`src/inc/hlc_pkg.sv`:
```
// Function
// - Alarm high after two low-zero windows
// - Alarm clears when window saw over two zeros
// - Alarm updates only at strobe falling edge
// - Error on three same-polarity marks, HDB3 only
// - Normal mode: regen clock is ORed inputs
// - Loop mode: regen clock is ORed outputs
// - Pos input positive mark, inputs swappable
// - Decoder samples inputs at decode rising edge
// - Normal mode: encoder, decoder independent
// - Loop mode: encoder outputs feed decoder
// - Loop latency seven periods
// - Two return-to-zero outputs, one per polarity
// - Pulses launch at rise, last high phase
// - Encoder lags NRZ input four periods
// - Decoder lags line input three periods
// - Zeros become spaces, four-zero runs substituted
// - Ones alternate polarity except violations
// - First zero space or balancing mark
// - Second and third zeros always spaces
// - Fourth zero is same-polarity violation
// - NRZ captured at encode clock falling edge
// - Code select high HDB3, low AMI
// - Strobe low clears zero counter, high counts
`default_nettype none
package hlc_pkg;
   // ==============================
   // Pipeline depths and limits
   localparam int ENC_DEPTH = 4;
   localparam int DEC_DEPTH = 3;
   localparam logic [1:0] ZERO_LIMIT = 2'h2;
   localparam logic [1:0] ZERO_MAX = 2'h3;
   localparam logic [1:0] SAME_LIMIT = 2'h2;
   // ==============================
   // Pin sync vector positions
   localparam int PIN_COUNT = 6;
   localparam int PIN_ENC_CLK = 0;
   localparam int PIN_NRZ = 1;
   localparam int PIN_DEC_CLK = 2;
   localparam int PIN_POS = 3;
   localparam int PIN_NEG = 4;
   localparam int PIN_STROBE = 5;
   // ==============================
   // Register map (byte addresses)
   localparam logic [11:0] ADDR_CTRL = 12'h000;
   localparam logic [11:0] ADDR_STATUS = 12'h004;
   localparam int CTRL_HDB3 = 0;
   localparam int CTRL_LOOP = 1;
   localparam int STAT_ALARM = 0;
   localparam int STAT_ERR = 1;
   localparam int STAT_ERR_STICKY = 2;
   localparam int STAT_ENC_POL = 3;
   localparam int STAT_DEC_POL = 4;
   localparam logic [1:0] CTRL_RESET = 2'h1;
   localparam logic [0:0] POL_RESET = 1'h0;
   // ==============================
   // Types
   typedef enum logic [1:0] {
      ALM_CLEAR = 2'b00,
      ALM_ONE_LOW = 2'b01,
      ALM_RAISED = 2'b11
   } hlc_alm_t;
   typedef struct packed {
      logic mark;
      logic viol;
   } hlc_sym_t;
endpackage
`default_nettype wire

```
`src/hw/hlc_line_codec.sv`:
```
`default_nettype none
module hlc_line_codec
   import hlc_pkg::*;
(
   // Clock and reset
   input wire logic core_clk,
   input wire logic rstn,
   // APB slave
   input wire logic psel,
   input wire logic penable,
   input wire logic pwrite,
   input wire logic [11:0] paddr,
   input wire logic [31:0] pwdata,
   output logic [31:0] prdata,
   output logic pready,
   output logic pslverr,
   // Encoder side
   input wire logic encClk,
   input wire logic nrzIn,
   output logic posLineOut,
   output logic negLineOut,
   // Decoder side
   input wire logic decClk,
   input wire logic posLineIn,
   input wire logic negLineIn,
   output logic nrzOut,
   output logic regenClk,
   output logic hdb3Error,
   // Alarm
   input wire logic zeroCountWindowStrobe,
   output logic allOnesAlarm
);
   // ==============================
   // State
   typedef struct packed {
      logic [1:0] ctrl;
      logic errSticky;
      logic [31:0] rdata;
      hlc_sym_t [ENC_DEPTH-1:0] encSh;
      logic encPar;
      logic encLastPos;
      logic posOut;
      logic negOut;
      logic curMark;
      logic curPos;
      logic [DEC_DEPTH-1:0] decSh;
      logic decLastPos;
      logic [1:0] sameCnt;
      logic nrz;
      logic err;
      logic [1:0] zeroCnt;
      hlc_alm_t alm;
      logic alarm;
      logic regen;
   } hlc_state_t;

   hlc_state_t q, d;

   logic [PIN_COUNT-1:0] pinLvl, pinRise, pinFall;
   logic hdb3Sel, loopSel;
   logic encRise, encFall, decRise, strobeFall, strobeLvl;
   logic decPosIn, decNegIn, decMark, decPol, isViol;
   logic subst, wrEn, rdSetup, mapped;
   hlc_sym_t outSym;

   function automatic logic addr_mapped(input logic [11:0] a);
      addr_mapped = (a == ADDR_CTRL) || (a == ADDR_STATUS);
   endfunction

   // ==============================
   // Pin synchronisers
   // Encode and decode clocks are edge-detected apart and never gate each other
   hlc_pin_sync #(
      .W(PIN_COUNT)
   ) u_sync (
      .core_clk(core_clk),
      .rstn(rstn),
      .pinIn({zeroCountWindowStrobe, negLineIn, posLineIn, decClk, nrzIn, encClk}),
      .pinLvl(pinLvl),
      .pinRise(pinRise),
      .pinFall(pinFall)
   );

   assign hdb3Sel = q.ctrl[CTRL_HDB3];
   assign loopSel = q.ctrl[CTRL_LOOP];
   assign encRise = pinRise[PIN_ENC_CLK];
   assign encFall = pinFall[PIN_ENC_CLK];
   assign decRise = pinRise[PIN_DEC_CLK];
   assign strobeFall = pinFall[PIN_STROBE];
   assign strobeLvl = pinLvl[PIN_STROBE];

   // Loop mode swaps the line inputs for the encoder outputs
   assign decPosIn = loopSel ? q.posOut : pinLvl[PIN_POS];
   assign decNegIn = loopSel ? q.negOut : pinLvl[PIN_NEG];
   // Either input counts as a mark; polarity only compared, so swap is harmless
   assign decMark = decPosIn | decNegIn;
   assign decPol = decPosIn;
   // Same polarity as the last mark is a substitution violation
   assign isViol = hdb3Sel && decMark && (decPol == q.decLastPos);

   // Four zeros in a row: new bit zero and three older plain spaces
   assign subst = hdb3Sel && !pinLvl[PIN_NRZ] && !q.encSh[0].mark
                  && !q.encSh[1].mark && !q.encSh[2].mark;
   assign outSym = q.encSh[ENC_DEPTH-1];

   assign mapped = addr_mapped(paddr);
   assign wrEn = psel && penable && pwrite && mapped;
   assign rdSetup = psel && !penable && !pwrite;

   // ==============================
   // Next state
   always_comb begin
      d = q;
      // Register access, zero wait states
      if (wrEn && paddr == ADDR_CTRL) begin
         d.ctrl = pwdata[1:0];
      end
      if (rdSetup) begin
         d.rdata = '0;
         if (paddr == ADDR_CTRL) begin
            d.rdata[1:0] = q.ctrl;
         end else if (paddr == ADDR_STATUS) begin
            d.rdata[STAT_ALARM] = q.alarm;
            d.rdata[STAT_ERR] = q.err;
            d.rdata[STAT_ERR_STICKY] = q.errSticky;
            d.rdata[STAT_ENC_POL] = q.encLastPos;
            d.rdata[STAT_DEC_POL] = q.decLastPos;
         end
      end
      if (wrEn && paddr == ADDR_STATUS && pwdata[STAT_ERR_STICKY]) begin
         d.errSticky = 1'b0;
      end

      // Encoder input stage: capture on falling edge
      if (encFall) begin
         d.encSh = {q.encSh[ENC_DEPTH-2:0], hlc_sym_t'{mark: pinLvl[PIN_NRZ], viol: 1'b0}};
         if (subst) begin
            // Fourth zero becomes a violation mark
            d.encSh[0] = hlc_sym_t'{mark: 1'b1, viol: 1'b1};
            // First zero becomes a balancing mark when marks since last
            // violation are even; second and third stay spaces
            d.encSh[ENC_DEPTH-1].mark = ~q.encPar;
            d.encPar = 1'b0;
         end else if (pinLvl[PIN_NRZ]) begin
            d.encPar = ~q.encPar;
         end
      end

      // Encoder output stage: polarity decided at rising edge
      if (encRise) begin
         d.curMark = outSym.mark;
         if (outSym.mark) begin
            // Normal marks alternate, violations repeat polarity
            d.curPos = outSym.viol ? q.encLastPos : ~q.encLastPos;
            d.encLastPos = d.curPos;
         end
      end
      // Return-to-zero pulses follow the clock high phase
      d.posOut = pinLvl[PIN_ENC_CLK] && d.curMark && d.curPos;
      d.negOut = pinLvl[PIN_ENC_CLK] && d.curMark && !d.curPos;

      // Decoder: sample on decode rising edge
      if (decRise) begin
         // Violation removes itself and the balancing mark three back
         d.nrz = q.decSh[DEC_DEPTH-1] && !isViol;
         d.decSh = {q.decSh[DEC_DEPTH-2:0], decMark && !isViol};
         d.err = 1'b0;
         if (decMark) begin
            d.decLastPos = decPol;
            if (decPol == q.decLastPos) begin
               d.sameCnt = (q.sameCnt == ZERO_MAX) ? ZERO_MAX : 2'(q.sameCnt + 2'h1);
               // Third mark of one polarity flags an error, HDB3 only
               d.err = hdb3Sel && (q.sameCnt >= SAME_LIMIT);
            end else begin
               d.sameCnt = 2'h1;
            end
         end
      end
      if (!hdb3Sel) begin
         d.err = 1'b0;
      end
      // Set wins over a software clear in the same cycle
      if (d.err) begin
         d.errSticky = 1'b1;
      end

      // Decoded zero counter gated by the window strobe
      if (!strobeLvl) begin
         d.zeroCnt = '0;
      end else if (decRise && !d.nrz && q.zeroCnt != ZERO_MAX) begin
         d.zeroCnt = 2'(q.zeroCnt + 2'h1);
      end

      // Alarm steps only on strobe falling edge
      if (strobeFall) begin
         if (q.zeroCnt > ZERO_LIMIT) begin
            d.alm = ALM_CLEAR;
         end else begin
            case (q.alm)
               ALM_CLEAR: d.alm = ALM_ONE_LOW;
               ALM_ONE_LOW: d.alm = ALM_RAISED;
               ALM_RAISED: d.alm = ALM_RAISED;
               default: d.alm = ALM_CLEAR;
            endcase
         end
      end
      d.alarm = (d.alm == ALM_RAISED);

      // Clock regeneration source follows the loop selection
      d.regen = loopSel ? (q.posOut | q.negOut)
                        : (pinLvl[PIN_POS] | pinLvl[PIN_NEG]);
   end

   // ==============================
   // Registers
   // Polarity trackers start at a fixed value
   always_ff @(posedge core_clk) begin
      if (!rstn) begin
         q <= '0;
         q.ctrl <= CTRL_RESET;
         q.encLastPos <= POL_RESET;
         q.decLastPos <= POL_RESET;
         q.alm <= ALM_CLEAR;
      end else begin
         q <= d;
      end
   end

   // ==============================
   // Outputs
   assign prdata = q.rdata;
   assign pready = 1'b1;
   assign pslverr = psel && penable && !mapped;
   assign posLineOut = q.posOut;
   assign negLineOut = q.negOut;
   assign nrzOut = q.nrz;
   assign regenClk = q.regen;
   assign hdb3Error = q.err;
   assign allOnesAlarm = q.alarm;
endmodule
`default_nettype wire

```
`src/hw/hlc_pin_sync.sv`:
```
`default_nettype none
module hlc_pin_sync
   import hlc_pkg::*;
#(
   parameter int W = PIN_COUNT
) (
   // Clock and reset
   input wire logic core_clk,
   input wire logic rstn,
   // Asynchronous pins
   input wire logic [W-1:0] pinIn,
   // Synchronised levels and edges
   output logic [W-1:0] pinLvl,
   output logic [W-1:0] pinRise,
   output logic [W-1:0] pinFall
);
   typedef struct packed {
      logic [W-1:0] meta;
      logic [W-1:0] lvl;
      logic [W-1:0] prev;
   } hlc_sync_t;

   hlc_sync_t q, d;

   // First stage feeds only the second; edges use stages two and three
   always_comb begin
      d = q;
      d.meta = pinIn;
      d.lvl = q.meta;
      d.prev = q.lvl;
   end

   always_ff @(posedge core_clk) begin
      if (!rstn) begin
         q <= '0;
      end else begin
         q <= d;
      end
   end

   assign pinLvl = q.lvl;
   assign pinRise = q.lvl & ~q.prev;
   assign pinFall = ~q.lvl & q.prev;
endmodule
`default_nettype wire

```
`config.mk`:
```
export PLATFORM = sky130hd
export DESIGN_NAME = hlc_line_codec
export DESIGN_NICKNAME = d
export VERILOG_FILES = /design/src/inc/hlc_pkg.sv /design/src/hw/hlc_line_codec.sv /design/src/hw/hlc_pin_sync.sv
export SDC_FILE = /design/constraint.sdc
export NUM_CORES = 1
export LEC_CHECK = 0
export ABC_CLOCK_PERIOD_IN_PS = 2200
export BUFFER_PORTS_ARGS = -buffer_cell sky130_fd_sc_hd__buf_2
export CAP_MARGIN = 10
export CELL_PAD_IN_SITES_DETAIL_PLACEMENT = 1
export CELL_PAD_IN_SITES_GLOBAL_PLACEMENT = 1
export CORE_MARGIN = 1.5
export CORE_UTILIZATION = 34
export DETAILED_ROUTE_END_ITERATION = 8
export PLACE_DENSITY = 0.82
export SYNTH_ARGS = -nofsm -noshare
export SYNTH_HDL_FRONTEND = slang
export SYNTH_SLANG_ARGS = --single-unit
```
`constraint.sdc`:
```
create_clock -name core_clk -period 2.2 [get_ports core_clk]
set_clock_uncertainty 0.2 [all_clocks]
set_input_delay 0.33 -clock core_clk [delete_from_list [all_inputs] [get_ports core_clk]]
set_output_delay 0.33 -clock core_clk [all_outputs]
set_load 0.02 [all_outputs]
```
* Word-level counts from Yosys, hierarchy flattened
Cells that the tools add are included.
** Storage, ports and cells
- Output and inout bits :: 40
- Word-level logic and storage cells :: 116
- Bits of input ports :: 55
- Flip-flop bits (word level) :: 54
** Cells by class
- Mux-type cells :: 24
- $lt $le $gt $ge :: 2
- Reduce and logical (&&, ||, !) cells :: 43
- $add $sub $neg :: 2
- Bitwise operators :: 9
- Equal/unequal tests :: 7
** Operators by type and width (count)
- $logic_and A1 B1 Y1 :: 23
- $mux W2 :: 8
- $mux W1 :: 13
- $eq A12 B3 Y1 const B :: 1
- $logic_not A12 Y1 :: 1
- $logic_not A1 Y1 :: 10
- $reduce_and A2 Y1 :: 4
- $and A6 B6 Y6 :: 1
- $eq A2 B2 Y1 const B :: 3
- $not A6 Y6 :: 1
- $mux W5 :: 1
- $add A2 B1 Y2 const B :: 2
- $pmux W2 S2 :: 1
- $reduce_bool A2 Y1 :: 2
- $and A3 B3 Y3 :: 1
- $mux W3 :: 1
- $not A3 Y3 :: 1
- $or A1 B1 Y1 :: 3
- $eq A2 B1 Y1 const B :: 1
- $ge A2 B2 Y1 const B :: 1
- $gt A2 B2 Y1 const B :: 1
- $logic_not A2 Y1 :: 1
- $ne A2 B2 Y1 const B :: 1
- $not A1 Y1 :: 2
- 3 further kinds :: 3

* Logic depth before layout (Yosys ltp)
- Word-level depth :: 10
- Gate-level depth with buffers :: 5
- Depth with buffers taken out :: 4

* Cells and area by module
Synthesis repeated with hierarchy kept, for this count alone.
** Second synthesis, totals
- Cell total of the unflattened synthesis :: 255
- Area total of the unflattened synthesis :: 2404.8 um^2
** By module, submodules not included
- hlc_line_codec :: area each 1783.0 um^2, cells each 200, seq. area each 720.7 um^2, instances 1
- hlc_pin_sync :: area each 621.8 um^2, cells each 55, seq. area each 360.3 um^2, instances 1

* Worst setup path before layout
Ideal clock, no wire load.
- Path type :: register -> register
- Start :: reg q (netlist bit negLineOut)
- End :: reg q[4] in the netlist's numbering
- Library setup time :: 0.070 ns
- Arrival :: 1.592 ns
- Buffers on the path :: 0
- Cell stages (with the launch flop) :: 5
- Period minus slack after synthesis :: 1.862 ns
- Slack :: 0.338 ns
- Data required time :: 1.930 ns
- Cell sequence :: dfxtp_1 or3b_4 a311o_1 or3_1 a21boi_1
** Between the ends
- Longest elaborated chain between the ends :: 10
** Ends and longest elaborated chain
- start, declared :: line hlc_line_codec.sv:57 : hlc_state_t q, d;
- $mux W1 :: line hlc_line_codec.sv:94 : assign decNegIn = loopSel ? q.negOut : pinLvl[PIN_NEG];
- $or A1 B1 Y1 :: line hlc_line_codec.sv:96 : assign decMark = decPosIn | decNegIn;
- $logic_and A1 B1 Y1 (2 in series) :: line hlc_line_codec.sv:99 : assign isViol = hdb3Sel && decMark && (decPol == q.decLastPos);
- $logic_not A1 Y1 :: line hlc_line_codec.sv:165 : d.nrz = q.decSh[DEC_DEPTH-1] && !isViol;
- $logic_and A1 B1 Y1 :: line hlc_line_codec.sv:165
- $mux W2 :: line hlc_line_codec.sv:163 : if (decRise) begin
- $logic_not A1 Y1 :: line hlc_line_codec.sv:190 : end else if (decRise && !d.nrz && q.zeroCnt != ZERO_MAX) begin
- $logic_and A1 B1 Y1 (2 in series) :: line hlc_line_codec.sv:190
Every way passes these cells.
A chain may end at the register's enable or synchronous reset.

* Worst setup path after layout
- Start :: reg q[10] in the netlist's numbering
- End :: reg q[4] in the netlist's numbering
** Between the ends
- Longest elaborated chain between the ends :: 8
** Ends and longest elaborated chain (line)
- $eq A1 B1 Y1 :: hlc_line_codec.sv:99
- $logic_and A1 B1 Y1 :: hlc_line_codec.sv:99
- $logic_not A1 Y1 :: hlc_line_codec.sv:165
- $logic_and A1 B1 Y1 :: hlc_line_codec.sv:165
- $mux W2 :: hlc_line_codec.sv:163
- $logic_not A1 Y1 :: hlc_line_codec.sv:190
- $logic_and A1 B1 Y1 (2 in series) :: hlc_line_codec.sv:190
Every way passes these cells.

==> results.yml <==
outcome:
  run_status: "finished clean"
synthesis:
  synth_compound_area_share_pct: 12.2
  yosysWarnings: 0
  synthCells: 259
  muxShareOfSynthArea_pct: 2.41
  synth_top_area_share_pct: 45.8
  synth_cell_type_count: 45
  synth-main-ff-cell: "dfxtp_1"
  synth-seq-area-share_pct: 45.8
  synthXorXnorAreaFrac_pct: 1.18
  syn_area_per_cell_sq_um: 8.61
  synth-simple-area-share_pct: 23.8
  yosys.area_share.adder_pct: 0.561
  synth_area_leaders: "dfxtp_1, buf_4, nand2_1, a21oi_1, and2_1"
  synth.largest_area_cell: "dfxtp_1"
  synth_top_family_by_area: "simple AND/OR/NAND/NOR gates"
  synth.cell_area_sq_um: 2230
  synthArstFlopShare_pct: 0
  synth_edf_count: 0
  ys_seq_elements: 51
timing:
  worst_slack_ns: 0.270
  grt_setup_unrepaired: "false"
  period_share_pct: 87.7
  period_needed_ns: 1.93
  timing.fmax_ghz: 0.518
  final-max-slew-violation-count: 0
  report.final.hold_viol_count: 0
  setup_viol: 0
  finalSetupTns_ns: 0
floorplan:
  chipWidth_um: 84
  initial_core_util_pct: 35.1
  die_area_sq_um: 7060
  die_h_um: 84
  coreArea_sq_um: 6350
  design.portCount: 95
  std_cell_rows: 29
final_layout:
  layout_commonest_cell: "dfxtp_1"
  multi_input_area_sq_um: 1000
  regArea_sq_um: 1020
  n_antenna_cell: 0
  stdcell_count: 367
  layout_common_cells: "dfxtp_1, buf_2, nand2_1"
  nets: 345
  drive_gt1_share_pct: 19.0
  n_fill_cell: 798
  fin_util_pct: 38.2
  area_growth_pct: 8.86
clocking:
  path_clk_slew_ns: 0.09
  clk_path_buf_depth: 2
  htree_levels: 2
  post_cts_buffers: 0
  clockRootBuffer: "clkbuf_8"
  cts_hold_buffers: 0
  tritoncts.num_buffers: 5
  insertion_delay_ns: 0.30
  cts_tree: "built"
  post_cts_resized: 0
  cts_sinks: 51
global_route:
  grt_max_degree: 26
  gr-total-overflow: 0
  first_global_vias: 1725
  antenna_found_initial: 0
  gr-usage-all-layers_pct: 13.1
  grt_pass1_wl_um: 7580
power_and_ir_drop:
  pwr-share-comb_pct: 8.5
  cellLeakagePower_nw: 1.02
  clkPwrFrac_pct: 32.9
  powerDensity_nw_per_um2: 667
  p_int_w: 0.00121
  pwr-share-seq_pct: 58.7
  p_total_w: 0.00162
  swShare_pct: 25.6
  p_sw_w: 0.000415
  ir_drop_mv: 0.314
placement:
  post-place-ws_ns: 0.297
  post-dp-hpwl_um: 3310
  routabilityCongestion: 0.712
  numPortBuffers: 37
  dpl.cell_count: 359
drt:
  drc: 0
  drt_wl_total_um: 4500
  via_count: 1741
  drt-met1-wl_um: 2090
  viasPerCell: 4.74
  drtIter0Drc: 49
  highest_layer: "met4"
  detail_route.wl_per_cell_um: 12.3
  dr_wl_met3_um: 286
  met2_length_um: 2080
  dr.pass1.iters: 4
  antenna_left: 0
worst_setup_path:
  worstSetupStartpointType: "register"
  worst-endpoint-required_ns: 2.24
  crit_type: "reg2reg"
  path_max_fanout: 8
  cp_cell_sequence: "or3b_4 -> a311o_1 -> or3_1 -> a21boi_1"
  crit_arrival_ns: 1.97
  crit_path_max_incr_delay_ns: 0.45
  crit_path_end_kind: "register"
  cp_slowest_cell: "or3b_4"
worst_hold_path:
  hold_class: "in2reg"
run:
  cap_violations: 0
-- logic make-up (layout without fill, tap and decap cells) --
kind of cell    count (synthesis)  after routing
xor+xnor                        3              3
flops                          51             51
compound gates                 44             44
mux                             5              5
simple gates                  106            106
other cells                     2             28
buf+inv                        47             52
fa+ha+maj                       1              1
-- sequential cells by signal (all words and copies together), names as in the netlist --
name / count
q: 21
u_sync.d: 6
u_sync.pinLvl: 6
prdata: 5
u_sync.q: 3
outSym: 2
allOnesAlarm: 1
hdb3Error: 1
hdb3Sel: 1
loopSel: 1
negLineOut: 1
nrzOut: 1
posLineOut: 1
regenClk: 1
-- worst paths after layout --
check,from,to,slack (ns),cells past startpoint
hold / removal,decClk,u_sync.d[8]$_SDFF_PN0_,0.02,2
hold reg to reg,u_sync.d[8]$_SDFF_PN0_,u_sync.pinLvl[2]$_SDFF_PN0_,0.24,1
setup / recovery,q[10]$_SDFFE_PN0P_,q[4]$_SDFFE_PN0P_,0.27,4
setup reg to reg,q[10]$_SDFFE_PN0P_,q[4]$_SDFFE_PN0P_,0.27,4
-- power by group through the flow --
stage,clock network (W),registers (W),logic [W]
detailed placement,0,0.000973,0.000137
finish,0.000532,0.000951,0.000137
global route,0.000587,0.000954,0.000152
floorplan,0,0.000972,0.000132
global placement,0,0.000972,0.000134
CTS,0.000558,0.000951,0.000138
-- critical path: cells and delay by family (launching register included) --
kind / cells / cell delay, ns
AO/OA/AOI/OAI: 2 / 0.49
AND/OR/NAND/NOR: 2 / 0.77
flip-flops: 1 / 0.41
-- stage by stage --
step	hold WS [ns]	instance area (sq um)
final	0.0227	2430
after global routing	0.0205	2430
after CTS	0.0125	2430
after detailed placement	0.221	2340
after global placement	0.214	2340
after floorplan	0.212	2330
-- layout make-up --
type	instances	area share, %
tap	77	3.97
sequential	51	42.0
timing repair buffer	40	8.55
multi-input combinational	187	41.2
clock inverter	3	0.824
clock buffer	5	2.83
inverter	4	0.618
-- routing by layer --
layer / up-vias / track usage, %
li1: 864 / -
met1: 809 / 15.2
met2: 63 / 23.6
met3: 5 / 3.26
met4: 0 / 4.02
met5: - / 0
-- cell usage after synthesis, types with 2 or more instances --
master and n:
xor2_1 2, conb_1 2, nand2b_1 4, a211oi_1 2, a31oi_1 2, nor3_1 4, and3_1 4, nand3_1 5
mux2_2 3, buf_4 33, nand4_1 4, dfxtp_1 51, inv_1 3, nor2_1 20, or3_1 2, a21oi_1 21
nor2b_1 3, o21ai_0 7, and2_1 16, nand3b_1 2, nand2_1 35, nor4_1 2, clkbuf_1 9, mux2i_1 2
No activity file was read; power rests on OpenSTA's default activity.
